<file path="src/nsf_map.svh">
// constants of the navigation sentence framer
// Behaviour
// - the line runs at 4800 baud, eight data bits, no parity and one stop bit.
// - the framer is the single driver of the line and any number of listeners may receive it.
// - every sentence starts with the dollar character.
// - the talker pair GP follows the start character.
// - a three-letter message identifier follows the talker pair.
// - each data field is preceded by exactly one comma.
// - an asterisk follows the last data field.
// - the checksum goes out as two hex characters, high nibble first.
// - carriage return then line feed end the sentence right after the checksum.
// - a sentence holds at most 79 characters, not counting the start character and the CR LF pair.
// - the data block with its commas holds at most 74 characters.
// - by default a fix sentence and a track and speed sentence go out once per second with talker GP and checksum.
`ifndef NSF_MAP_SVH
`define NSF_MAP_SVH
`define NSF_CLK_HZ 40000000
`define NSF_BAUD 4800
`define NSF_DATA_BITS 8
`define NSF_STOP_BITS 1
`define NSF_REPORT_S 1
`define NSF_SENT_MAX 79
`define NSF_FIELD_MAX 74
`define NSF_HEAD_LEN 5
`define NSF_TAIL_LEN 3
`define NSF_CH_DOLLAR 8'h24
`define NSF_CH_COMMA 8'h2C
`define NSF_CH_STAR 8'h2A
`define NSF_CH_CR 8'h0D
`define NSF_CH_LF 8'h0A
`define NSF_CH_TALK0 8'h47
`define NSF_CH_TALK1 8'h50
`define NSF_MSG_FIX 24'h474741
`define NSF_MSG_TRACK 24'h565447
`define NSF_FIFO_DEPTH 8
`define NSF_FIFO_WIDTH 10
`endif

</file>
<file path="src/nsf_pkg.sv">
// types of the navigation sentence framer
package nsf_pkg;
    typedef enum logic [3:0] {
        ST_IDLE, ST_DOLLAR, ST_TALK0, ST_TALK1, ST_MSG0, ST_MSG1, ST_MSG2,
        ST_FIELD, ST_STAR, ST_CSH, ST_CSL, ST_CR, ST_LF, ST_DRAIN
    } nsf_state_e;
    typedef logic [7:0] nsf_char_t;
endpackage : nsf_pkg

</file>
<file path="src/nsf_framer.sv">
// sentence framer with field fifo and serial transmitter
`timescale 1ns/1ps
`include "nsf_map.svh"

module nsf_fifo #(
    parameter int WIDTH = `NSF_FIFO_WIDTH,
    parameter int DEPTH = `NSF_FIFO_DEPTH
) (
    input wire logic clk,
    input wire logic srst,
    input wire logic ce,
    input wire logic in_valid,
    output logic in_ready,
    input wire logic [WIDTH-1:0] in_data,
    output logic out_valid,
    input wire logic out_ready,
    output logic [WIDTH-1:0] out_data
);
    localparam int AW = $clog2(DEPTH);
    logic [WIDTH-1:0] mem [DEPTH];
    logic [AW-1:0] wr_reg;
    logic [AW-1:0] rd_reg;
    logic [AW:0] cnt_reg;
    logic [AW:0] cnt_next;
    wire push = in_valid && in_ready;
    wire pop = out_valid && out_ready;
    assign cnt_next = cnt_reg + (AW+1)'(push) - (AW+1)'(pop);
    assign out_valid = cnt_reg != '0;
    assign out_data = mem[rd_reg];
    always_ff @(posedge clk) begin
        if (srst) begin
            wr_reg <= '0;
            rd_reg <= '0;
            cnt_reg <= '0;
            in_ready <= 1'b1;
        end else if (ce) begin
            if (push) begin
                mem[wr_reg] <= in_data;
                wr_reg <= (wr_reg == AW'(DEPTH - 1)) ? '0 : wr_reg + 1'b1;
            end
            if (pop) begin
                rd_reg <= (rd_reg == AW'(DEPTH - 1)) ? '0 : rd_reg + 1'b1;
            end
            cnt_reg <= cnt_next;
            in_ready <= cnt_next != (AW+1)'(DEPTH);
        end
    end
endmodule : nsf_fifo

module nsf_framer #(
    parameter int BIT_CYC = `NSF_CLK_HZ / `NSF_BAUD,
    parameter int REPORT_CYC = `NSF_CLK_HZ * `NSF_REPORT_S
) (
    input wire logic clk,
    input wire logic srst,
    input wire logic ce,
    input wire logic report_en,
    input wire logic fld_valid,
    output logic fld_ready,
    input wire logic [`NSF_FIFO_WIDTH-1:0] fld_data,
    output logic sched_req,
    output logic sched_track,
    output logic busy,
    output logic trunc,
    output logic tx_line
);
    localparam int DATA_LIM = `NSF_SENT_MAX - `NSF_HEAD_LEN - `NSF_TAIL_LEN;
    localparam int DATA_MAX = (DATA_LIM < `NSF_FIELD_MAX) ? DATA_LIM : `NSF_FIELD_MAX;
    localparam int FRAME_BITS = 1 + `NSF_DATA_BITS + `NSF_STOP_BITS;

    function automatic nsf_pkg::nsf_char_t hex_char(input logic [3:0] n);
        hex_char = (n < 4'hA) ? (8'h30 + {4'h0, n}) : (8'h37 + {4'h0, n});
    endfunction : hex_char

    nsf_pkg::nsf_state_e state_reg;
    nsf_pkg::nsf_state_e state_next;
    logic [1:0] pend_reg;
    logic [25:0] tick_cnt_reg;
    logic [23:0] msg_reg;
    logic [7:0] cs_reg;
    logic [6:0] data_cnt_reg;
    logic comma_done_reg;
    logic tx_busy_reg;
    logic [FRAME_BITS-1:0] shift_reg;
    logic [3:0] bit_cnt_reg;
    logic [13:0] baud_cnt_reg;
    nsf_pkg::nsf_char_t tx_char;

    logic f_valid;
    logic [`NSF_FIFO_WIDTH-1:0] f_word;
    logic f_pop;

    // field bytes: [9] last of sentence, [8] field start, [7:0] char or 00 for none
    nsf_fifo #(.WIDTH(`NSF_FIFO_WIDTH), .DEPTH(`NSF_FIFO_DEPTH)) u_fifo (
        .clk(clk),
        .srst(srst),
        .ce(ce),
        .in_valid(fld_valid),
        .in_ready(fld_ready),
        .in_data(fld_data),
        .out_valid(f_valid),
        .out_ready(f_pop),
        .out_data(f_word)
    );

    wire tx_idle = !tx_busy_reg;
    wire tick = tick_cnt_reg == 26'(REPORT_CYC - 1);
    wire start = state_reg == nsf_pkg::ST_IDLE && report_en && pend_reg != 2'b00;
    wire fixed_st = state_reg != nsf_pkg::ST_IDLE && state_reg != nsf_pkg::ST_FIELD
        && state_reg != nsf_pkg::ST_DRAIN;
    wire fld_act = state_reg == nsf_pkg::ST_FIELD && tx_idle && f_valid;
    wire fld_comma = fld_act && f_word[8] && !comma_done_reg;
    wire fld_char = fld_act && !fld_comma;
    wire fld_room = data_cnt_reg < 7'(DATA_MAX);
    wire fld_send = (fld_comma || (fld_char && f_word[7:0] != 8'h00)) && fld_room;
    assign f_pop = fld_char;
    wire send = (fixed_st && tx_idle) || fld_send;
    wire cs_take = send && (state_reg inside {nsf_pkg::ST_TALK0, nsf_pkg::ST_TALK1, nsf_pkg::ST_MSG0,
        nsf_pkg::ST_MSG1, nsf_pkg::ST_MSG2, nsf_pkg::ST_FIELD});
    wire baud_end = baud_cnt_reg == 14'(BIT_CYC - 1);

    // character on offer in each state
    always_comb begin
        case (state_reg)
            nsf_pkg::ST_DOLLAR: tx_char = `NSF_CH_DOLLAR;
            nsf_pkg::ST_TALK0: tx_char = `NSF_CH_TALK0;
            nsf_pkg::ST_TALK1: tx_char = `NSF_CH_TALK1;
            nsf_pkg::ST_MSG0: tx_char = msg_reg[23:16];
            nsf_pkg::ST_MSG1: tx_char = msg_reg[15:8];
            nsf_pkg::ST_MSG2: tx_char = msg_reg[7:0];
            nsf_pkg::ST_FIELD: tx_char = fld_comma ? `NSF_CH_COMMA : f_word[7:0];
            nsf_pkg::ST_STAR: tx_char = `NSF_CH_STAR;
            nsf_pkg::ST_CSH: tx_char = hex_char(cs_reg[7:4]);
            nsf_pkg::ST_CSL: tx_char = hex_char(cs_reg[3:0]);
            nsf_pkg::ST_CR: tx_char = `NSF_CH_CR;
            nsf_pkg::ST_LF: tx_char = `NSF_CH_LF;
            default: tx_char = 8'h00;
        endcase
    end

    // sequencing
    always_comb begin
        state_next = state_reg;
        case (state_reg)
            nsf_pkg::ST_IDLE: if (start) state_next = nsf_pkg::ST_DOLLAR;
            nsf_pkg::ST_FIELD: if (fld_char && f_word[9]) state_next = nsf_pkg::ST_STAR;
            nsf_pkg::ST_LF: if (tx_idle) state_next = nsf_pkg::ST_DRAIN;
            nsf_pkg::ST_DRAIN: if (tx_idle) state_next = nsf_pkg::ST_IDLE;
            default: if (fixed_st && tx_idle) state_next = nsf_pkg::nsf_state_e'(state_reg + 4'h1);
        endcase
    end

    always_ff @(posedge clk) begin
        if (srst) begin
            state_reg <= nsf_pkg::ST_IDLE;
            pend_reg <= 2'b00;
            tick_cnt_reg <= '0;
            msg_reg <= `NSF_MSG_FIX;
            cs_reg <= 8'h00;
            data_cnt_reg <= 7'h00;
            comma_done_reg <= 1'b0;
            sched_req <= 1'b0;
            sched_track <= 1'b0;
            busy <= 1'b0;
            trunc <= 1'b0;
        end else if (ce) begin
            state_reg <= state_next;
            tick_cnt_reg <= tick ? '0 : tick_cnt_reg + 1'b1;
            // pending set by the tick wins over the clear on start
            pend_reg <= (pend_reg & ~(start ? (pend_reg[0] ? 2'b01 : 2'b10) : 2'b00))
                | {tick && report_en, tick && report_en};
            sched_req <= start;
            busy <= state_next != nsf_pkg::ST_IDLE;
            if (start) begin
                msg_reg <= pend_reg[0] ? `NSF_MSG_FIX : `NSF_MSG_TRACK;
                sched_track <= !pend_reg[0];
                cs_reg <= 8'h00;
                data_cnt_reg <= 7'h00;
                comma_done_reg <= 1'b0;
                trunc <= 1'b0;
            end
            if (cs_take) cs_reg <= cs_reg ^ tx_char;
            if (fld_send) data_cnt_reg <= data_cnt_reg + 7'h01;
            if (fld_comma) comma_done_reg <= 1'b1;
            if (fld_char) comma_done_reg <= 1'b0;
            if ((fld_comma || (fld_char && f_word[7:0] != 8'h00)) && !fld_room) trunc <= 1'b1;
        end
    end

    // serial transmitter, lsb first, sole driver of the line
    always_ff @(posedge clk) begin
        if (srst) begin
            tx_busy_reg <= 1'b0;
            shift_reg <= '1;
            bit_cnt_reg <= 4'h0;
            baud_cnt_reg <= '0;
            tx_line <= 1'b1;
        end else if (ce) begin
            if (send) begin
                shift_reg <= {1'b1, tx_char, 1'b0};
                tx_line <= 1'b0;
                tx_busy_reg <= 1'b1;
                bit_cnt_reg <= 4'h0;
                baud_cnt_reg <= '0;
            end else if (tx_busy_reg) begin
                baud_cnt_reg <= baud_end ? '0 : baud_cnt_reg + 1'b1;
                if (baud_end) begin
                    shift_reg <= {1'b1, shift_reg[FRAME_BITS-1:1]};
                    bit_cnt_reg <= bit_cnt_reg + 4'h1;
                    tx_line <= (bit_cnt_reg == 4'(FRAME_BITS - 1)) ? 1'b1 : shift_reg[1];
                    if (bit_cnt_reg == 4'(FRAME_BITS - 1)) tx_busy_reg <= 1'b0;
                end
            end
        end
    end

    a_idle_line_high: assert property (@(posedge clk) disable iff (srst)
        !tx_busy_reg |-> tx_line) else $error("line not high while idle");
    a_start_bit_low: assert property (@(posedge clk) disable iff (srst)
        (ce && send) |=> !tx_line [*2]) else $error("start bit not held low");
    a_dollar_first: assert property (@(posedge clk) disable iff (srst)
        $past(state_reg) == nsf_pkg::ST_IDLE && state_reg == nsf_pkg::ST_DOLLAR |-> ##[0:1] send
        && tx_char == 8'h24) else $error("sentence did not open with dollar");
    a_talker_pair: assert property (@(posedge clk) disable iff (srst)
        send && state_reg == nsf_pkg::ST_TALK0 |-> tx_char == 8'h47) else $error("talker letter wrong");
    a_msg_ident: assert property (@(posedge clk) disable iff (srst)
        send && state_reg == nsf_pkg::ST_MSG2 |-> tx_char == (sched_track ? 8'h47 : 8'h41))
        else $error("message id wrong");
    a_field_comma: assert property (@(posedge clk) disable iff (srst)
        fld_send && fld_comma |-> tx_char == 8'h2C) else $error("field not led by comma");
    a_star_then_hex: assert property (@(posedge clk) disable iff (srst)
        ce && send && state_reg == nsf_pkg::ST_STAR |=> state_reg == nsf_pkg::ST_CSH)
        else $error("no checksum after star");
    a_hex_upper: assert property (@(posedge clk) disable iff (srst)
        send && state_reg inside {nsf_pkg::ST_CSH, nsf_pkg::ST_CSL}
        |-> tx_char inside {[8'h30:8'h39], [8'h41:8'h46]}) else $error("checksum digit not upper-case hex");
    a_crlf_order: assert property (@(posedge clk) disable iff (srst)
        ce && send && state_reg == nsf_pkg::ST_CR |=> state_reg == nsf_pkg::ST_LF) else $error("cr not followed by lf");
    a_data_limit: assert property (@(posedge clk) disable iff (srst)
        data_cnt_reg <= 7'(DATA_MAX)) else $error("data block too long");
    a_no_overlap: assert property (@(posedge clk) disable iff (srst)
        state_reg == nsf_pkg::ST_IDLE |-> !tx_busy_reg || $past(state_reg) == nsf_pkg::ST_IDLE)
        else $error("new sentence while line busy");
    a_tick_pending: assert property (@(posedge clk) disable iff (srst)
        ce && tick && report_en |=> pend_reg == 2'b11) else $error("tick did not queue both sentences");
    c_fix_sentence: cover property (@(posedge clk) sched_req && !sched_track);
    c_track_sentence: cover property (@(posedge clk) sched_req && sched_track);
    c_truncated: cover property (@(posedge clk) $rose(trunc));
    c_fifo_full: cover property (@(posedge clk) !fld_ready && fld_valid);
endmodule : nsf_framer

</file>
<file path="config.mk">
export PLATFORM = sky130hd
export DESIGN_NAME = nsf_framer
export DESIGN_NICKNAME = d
export VERILOG_FILES = /design/src/nsf_pkg.sv /design/src/nsf_framer.sv
export VERILOG_INCLUDE_DIRS = /design/src
export SDC_FILE = /design/constraint.sdc
export NUM_CORES = 1
export LEC_CHECK = 0
export ABC_AREA = 1
export BUFFER_PORTS_ARGS = -buffer_cell sky130_fd_sc_hd__buf_2
export CAP_MARGIN = 10
export CORE_MARGIN = 3
export CORE_UTILIZATION = 63
export CTS_CLUSTER_SIZE = 28
export DETAILED_ROUTE_END_ITERATION = 16
export PLACE_DENSITY = 0.87
export SYNTH_ARGS = -nofsm -noshare
export SYNTH_HDL_FRONTEND = slang
export SYNTH_SLANG_ARGS = --single-unit
export TNS_END_PERCENT = 20
</file>
<file path="constraint.sdc">
create_clock -name clk -period 3.49 [get_ports clk]
set_input_delay 0.349 -clock clk [delete_from_list [all_inputs] [get_ports clk]]
set_output_delay 0.349 -clock clk [all_outputs]
set_load 0.01 [all_outputs]
</file>
==> qor.csv, run 1 <==
stage,metric,value,unit
place,dpl cells,1327,
place,IO Port Bufs,20,
yosys,mux contribution to synthesized area,0,
critical_path,CP cell instances,ha_1 -> inv_1 -> nor2_8 -> nand3_2 -> a21oi_2 -> nand2_2 -> nand2_2 -> inv_2 -> ha_1 -> inv_1 -> ha_1 -> inv_1 -> fa_1 -> nand2_1 -> o32ai_1 -> nand3_1,
finish,"leading cell type in the layout, fill and taps excluded",nand2_1,
place,pre-CTS WS,0.247,ns
floorplan,total core area,14000,sq um
global_routing,total global-route track usage,0.263,
yosys,Mapped Area,9070,sq um
yosys,Compound-Gate Fraction of Synth Area,0.0844,
global_routing,first-pass GRT wire length,34.0,mm
pwr,Int Power,3.35,mW
yosys,Async SR Flop Fraction,0,
yosys,sequential area share after synthesis,0.474,
clock_network,clk sinks,175,
yosys,Unique masters post-synth,53,
place,GPL Wtd Cong,0.910,
pwr,Reg power frac,0.490,
finish,"Design Area, Final",9860,sq um
finish,Final Non-Filler Cells,1359,
yosys,largest family of logic cells by synthesized area,simple AND/OR/NAND/NOR gates,
timing,Worst Tran Pin Value,0.751,ns
floorplan,Starting Density,0.649,
critical_path,max incr delay on CP,0.48,ns
clock_network,Post-CTS Resized,0,
detailed_routing,routed vias/inst,5.64,
pwr,Net Sw Power,1.23,mW
timing,crit share post-route,0.946,
critical_path,Startpoint Class,flop,
finish,Area Overhead vs Synth,8.63,%
yosys,count of flip-flops with a built-in enable after synthesis,80,
global_routing,vias in the first global route,7164,
yosys,Synth Instances,1148,
clock_network,Worst-path clk slew,0.07,ns
yosys,post-synth top area share,0.265,
flow_run,max cap viols,0,
timing,Setup Skew,0.00787,ns
timing,Fin. Hold Viols,0,
yosys,Synth Area in Adders,0.0312,
critical_path,arrival time worst endpoint,3.61,ns
timing,Max Clk Rate,303,MHz
timing,count of final setup violators,0,
critical_path,CP Data Required Time,3.79,ns
global_routing,initial antenna violation count,0,
detailed_routing,TritonRoute pass-1 iters,5,
floorplan,Die Area,15900,sq um
place,post-place instance area,9300,sq um
pwr,VDD IR max,366,uV
finish,share of layout cells above drive strength 1,0.0975,
yosys,simple-gate portion of the synthesized area,0.299,
clock_network,root cell of the clock tree,clkbuf_16,
clock_network,post-CTS setup buffers,0,
place,DPL Wire Length,13.5,mm
finish,antenna cells,0,
pwr,clock power share,0.398,
floorplan,chip height,126,um
clock_network,Post-CTS Hold Fix Bufs,0,
global_routing,GR Overflow Total,0,
timing,count of pins over their slew limit,0,
clock_network,deepest level of the CTS H-tree,4,
floorplan,standard-cell rows,43,
pwr,switch share,0.268,
yosys,Synth Warn #,0,
yosys,post-synth top area cell,edfxtp_1,
timing,setup tns final,0,ns
yosys,Synth area leaders,"edfxtp_1 (26%), dfxtp_1 (21%), nand2_1 (13%), nand3_1 (6.1%), inv_1 (5.9%)",
finish,fin util,0.705,
clock_network,worst skew pair latency,0.44,ns
finish,fin nets,1203,
finish,Largest register FFs,80,
clock_network,CTS tree,built,
pwr,Overall Power,4.58,mW
yosys,dominant synthesized flop cell,dfxtp_1,
critical_path,kind of critical path,reg2reg,
finish,Fillers,1081,
detailed_routing,drt wl/cell,14.8,um
yosys,Yosys reg bits,175,
global_routing,largest net degree at the start of global routing,47,
yosys,Post-Synth XOR/XNOR Area,0.0222,
timing,Worst slew margin,0.493,
timing,setup ws final,0.187,ns
pwr,Leak,4.15,nW
pwr,pwr/cell area,464,nW/um^2
status,status,"complete, no violations",
yosys,syn_nets,1185,
yosys,post-synthesis average cell area,7.90,sq um
timing,Period minus WS final,3.30,ns
min_path,HP Class,in2reg,
floorplan,Die X,126,um
timing,RSZ-0062 raised after global routing,false,
detailed_routing,Post-DRT Antenna Nets,0,
critical_path,crit path max-delay cell type,fa_1,
critical_path,largest fanout on the critical path,11,
clock_network,TritonCTS Buffers,17,
critical_path,endpoint class of the critical path,flop,
timing,hold_ws,0.174,ns
pwr,combinational share of power,0.112,
floorplan,Ports,21,
detailed_routing,1st-iter DRT viols,653,
finish,"commonest cells after routing, fill and taps aside","nand2_1 (321), inv_1 (143), nand3_1 (111), dfxtp_1 (95), nor2_1 (86)",
detailed_routing,drt drc,0,
clock_network,Max clock buf depth,2,
detailed_routing,Vias,7665,
detailed_routing,Routed WL,20.1,mm
==> power groups by stage <==
stage	Clock, mW	Combinational [mW]	Sequential [mW]
floorplan	0	0.409	2.28
global placement	0	0.483	2.28
detailed placement	0	0.497	2.29
CTS	1.84	0.507	2.24
global route	1.94	0.581	2.25
finish	1.82	0.511	2.24
==> layer usage <==
metal	wire, um	global-route usage	up-vias	part of all wire
met1	8560	0.350	3541	0.43
met4	320	0.0915	0	0.016
met5	0	0	-	0
li1	-	-	3813	-
met3	1560	0.0615	36	0.077
met2	9660	0.425	275	0.48
==> cell type report <==
cell class / instances / area, sq um / area share
clock buffer: 19 / 433 / 0.0439
tap: 180 / 225 / 0.0228
sequential: 175 / 4300 / 0.437
timing repair buffer: 38 / 235 / 0.0239
inverter: 151 / 568 / 0.0576
multi-input combinational: 783 / 3960 / 0.402
clock inverter: 13 / 129 / 0.0131
==> synthesized netlist by cell type (all sizes together), types with 3 or more instances <==
master,instances
nor4,5
xnor2,4
edfxtp,80
nand3,115
nor3b,3
a211oi,5
nor2,95
dfxtp,95
or2,3
nand4,19
nand2,333
buf,24
nor3,34
xor2,19
o2111ai,8
clkbuf,15
ha,21
inv,149
o21ai,29
a21oi,69
==> logic make-up after synthesis <==
group,Yosys count
AND/OR/NAND/NOR,611
buffers and inverters,190
flip-flops,175
AO/OA/AOI/OAI,127
XOR/XNOR,23
adder cells (fa/ha/maj),22
==> path summary, 6_finish.rpt <==
kind              slack (ns)  cells after the start              from          endpoint
setup / recovery        0.19                     16      state_reg[1]   u_fifo.in_ready
hold reg to reg         0.44                      1  tick_cnt_reg[23]  tick_cnt_reg[24]
hold / removal          0.17                      1       fld_data[2]  u_fifo.mem[2][2]
setup reg to reg        0.19                     16      state_reg[1]   u_fifo.in_ready
==> critical path: cells and delay by family, from the launching register on <==
family | cells | cell delay [ns]
adder cells (fa/ha/maj) | 4 | 1.17
AND/OR/NAND/NOR | 6 | 0.79
flip-flops | 1 | 0.47
AO/OA/AOI/OAI | 2 | 0.45
buffers and inverters | 4 | 0.30
(Power assumes the default switching activity.)
==> inputs of run 2 (changes only) <==
- SETUP_SLACK_MARGIN: default -> 0.2
==> qor.csv, run 2 (same netlist as run 1, synthesis figures left out) <==
stage,metric,value,unit
floorplan,Die X,126,um
detailed_routing,TritonRoute pass-1 iters,5,
clock_network,Post-CTS Hold Fix Bufs,0,
finish,antenna cells,0,
global_routing,GR Overflow Total,0,
pwr,VDD IR max,378,uV
finish,Area Overhead vs Synth,8.94,%
place,IO Port Bufs,20,
finish,Fillers,1080,
floorplan,Starting Density,0.649,
timing,crit share post-route,0.894,
clock_network,clk sinks,175,
clock_network,Worst-path clk slew,0.07,ns
timing,Setup Skew,0.00685,ns
timing,Max Clk Rate,320,MHz
timing,Worst slew margin,0.501,
min_path,HP Class,in2reg,
critical_path,crit path max-delay cell type,fa_1,
critical_path,kind of critical path,reg2reg,
detailed_routing,Routed WL,20.1,mm
timing,setup tns final,0,ns
timing,Fin. Hold Viols,0,
critical_path,WP buf/inv,4,
critical_path,CP Data Required Time,3.79,ns
timing,Period minus WS final,3.12,ns
global_routing,initial antenna violation count,0,
clock_network,deepest level of the CTS H-tree,4,
timing,count of final setup violators,0,
critical_path,Startpoint Class,flop,
clock_network,Post-CTS Resized,0,
finish,"commonest cells after routing, fill and taps aside","nand2_1 (321), inv_1 (143), nand3_1 (111), dfxtp_1 (92), nor2_1 (86)",
pwr,pwr/cell area,463,nW/um^2
clock_network,CTS tree,built,
global_routing,vias in the first global route,7164,
floorplan,standard-cell rows,43,
detailed_routing,Vias,7665,
detailed_routing,drt wl/cell,14.8,um
clock_network,post-CTS setup buffers,0,
clock_network,Max clock buf depth,2,
timing,Worst Tran Pin Value,0.739,ns
detailed_routing,Post-DRT Antenna Nets,0,
global_routing,total global-route track usage,0.263,
global_routing,first-pass GRT wire length,34.0,mm
finish,fin nets,1203,
critical_path,reg2reg setup slack,0.37,ns
timing,RSZ-0062 raised after global routing,false,
critical_path,CP cell instances,ha_1 -> inv_1 -> nor2_8 -> nand3_2 -> a21oi_2 -> nand2_4 -> nand2_2 -> inv_2 -> ha_1 -> inv_1 -> ha_1 -> inv_1 -> fa_1 -> nand2_1 -> o32ai_2 -> nand3_1,
place,pre-CTS WS,0.247,ns
floorplan,chip height,126,um
place,GPL Wtd Cong,0.910,
detailed_routing,routed vias/inst,5.64,
critical_path,max incr delay on CP,0.49,ns
flow_run,max cap viols,0,
floorplan,Ports,21,
critical_path,"delay-heaviest family, CP",adder cells,
critical_path,arrival time worst endpoint,3.42,ns
timing,setup ws final,0.369,ns
detailed_routing,1st-iter DRT viols,655,
clock_network,root cell of the clock tree,clkbuf_16,
critical_path,endpoint class of the critical path,flop,
finish,share of layout cells above drive strength 1,0.101,
status,status,"complete, no violations",
clock_network,TritonCTS Buffers,17,
finish,"leading cell type in the layout, fill and taps excluded",nand2_1,
finish,Largest register FFs,80,
clock_network,worst skew pair latency,0.43,ns
floorplan,Die Area,15900,sq um
pwr,Leak,4.16,nW
timing,count of pins over their slew limit,0,
detailed_routing,drt drc,0,
critical_path,largest fanout on the critical path,11,
place,DPL Wire Length,13.5,mm
global_routing,largest net degree at the start of global routing,47,
floorplan,total core area,14000,sq um
[run 2: cell types whose count changed in the layout (fill, tap and decap cells not counted)]
| cell | previous run | this run |
|---|---|---|
| inv_2 | 6 | 5 |
| inv_4 | 0 | 1 |
| o32ai_2 | 0 | 1 |
| o32ai_1 | 1 | 0 |
| nand2_2 | 8 | 7 |
| dfxtp_1 | 95 | 92 |
| nand2_8 | 0 | 1 |
| dfxtp_2 | 0 | 3 |
[run 2: final cells by class]
| class | instances | area [sq um] | share of cell area |
|---|---|---|---|
| clock buffers | 19 | 433 | 0.0438 |
| inverters | 151 | 571 | 0.0577 |
| well taps | 180 | 225 | 0.0228 |
| repair buffers | 38 | 235 | 0.0238 |
| multi-input cells | 783 | 3980 | 0.403 |
| flip-flops and latches | 175 | 4310 | 0.436 |
| clock inverters | 13 | 129 | 0.0130 |
[run 2: metrics by stage]
step	cells	hold WS (ns)	power, mW	util	instance area [sq um]
floorplan	1148	0.412	2.68	-	9070
global placement	1327	0.426	2.77	0.664	9300
detailed placement	1327	0.439	2.78	0.664	9300
CTS	1359	0.167	4.59	0.705	9860
global route	1359	0.168	4.78	0.707	9880
finish	1359	0.177	4.58	0.707	9880
[run 2: power breakdown]
part	internal [mW]	leakage (nW)	total, mW	switching (mW)
Clock	0.998	0.268	1.82	0.820
Combinational	0.161	2.40	0.520	0.359
Sequential	2.20	1.49	2.24	0.0477
[run 2: path summary, 6_finish.rpt]
path,startpoint,to,depth (start not counted)
worst min register to register,tick_cnt_reg[23],tick_cnt_reg[24],1
worst max register to register,state_reg[1],u_fifo.in_ready,16
worst max-delay path,state_reg[1],u_fifo.in_ready,16
worst min-delay path,fld_data[2],u_fifo.mem[2][2],1
[run 2: layer usage]
layer,routed length [um],track usage
met5,0,0
met2,9680,0.425
met4,365,0.0915
met1,8660,0.350
met3,1420,0.0615
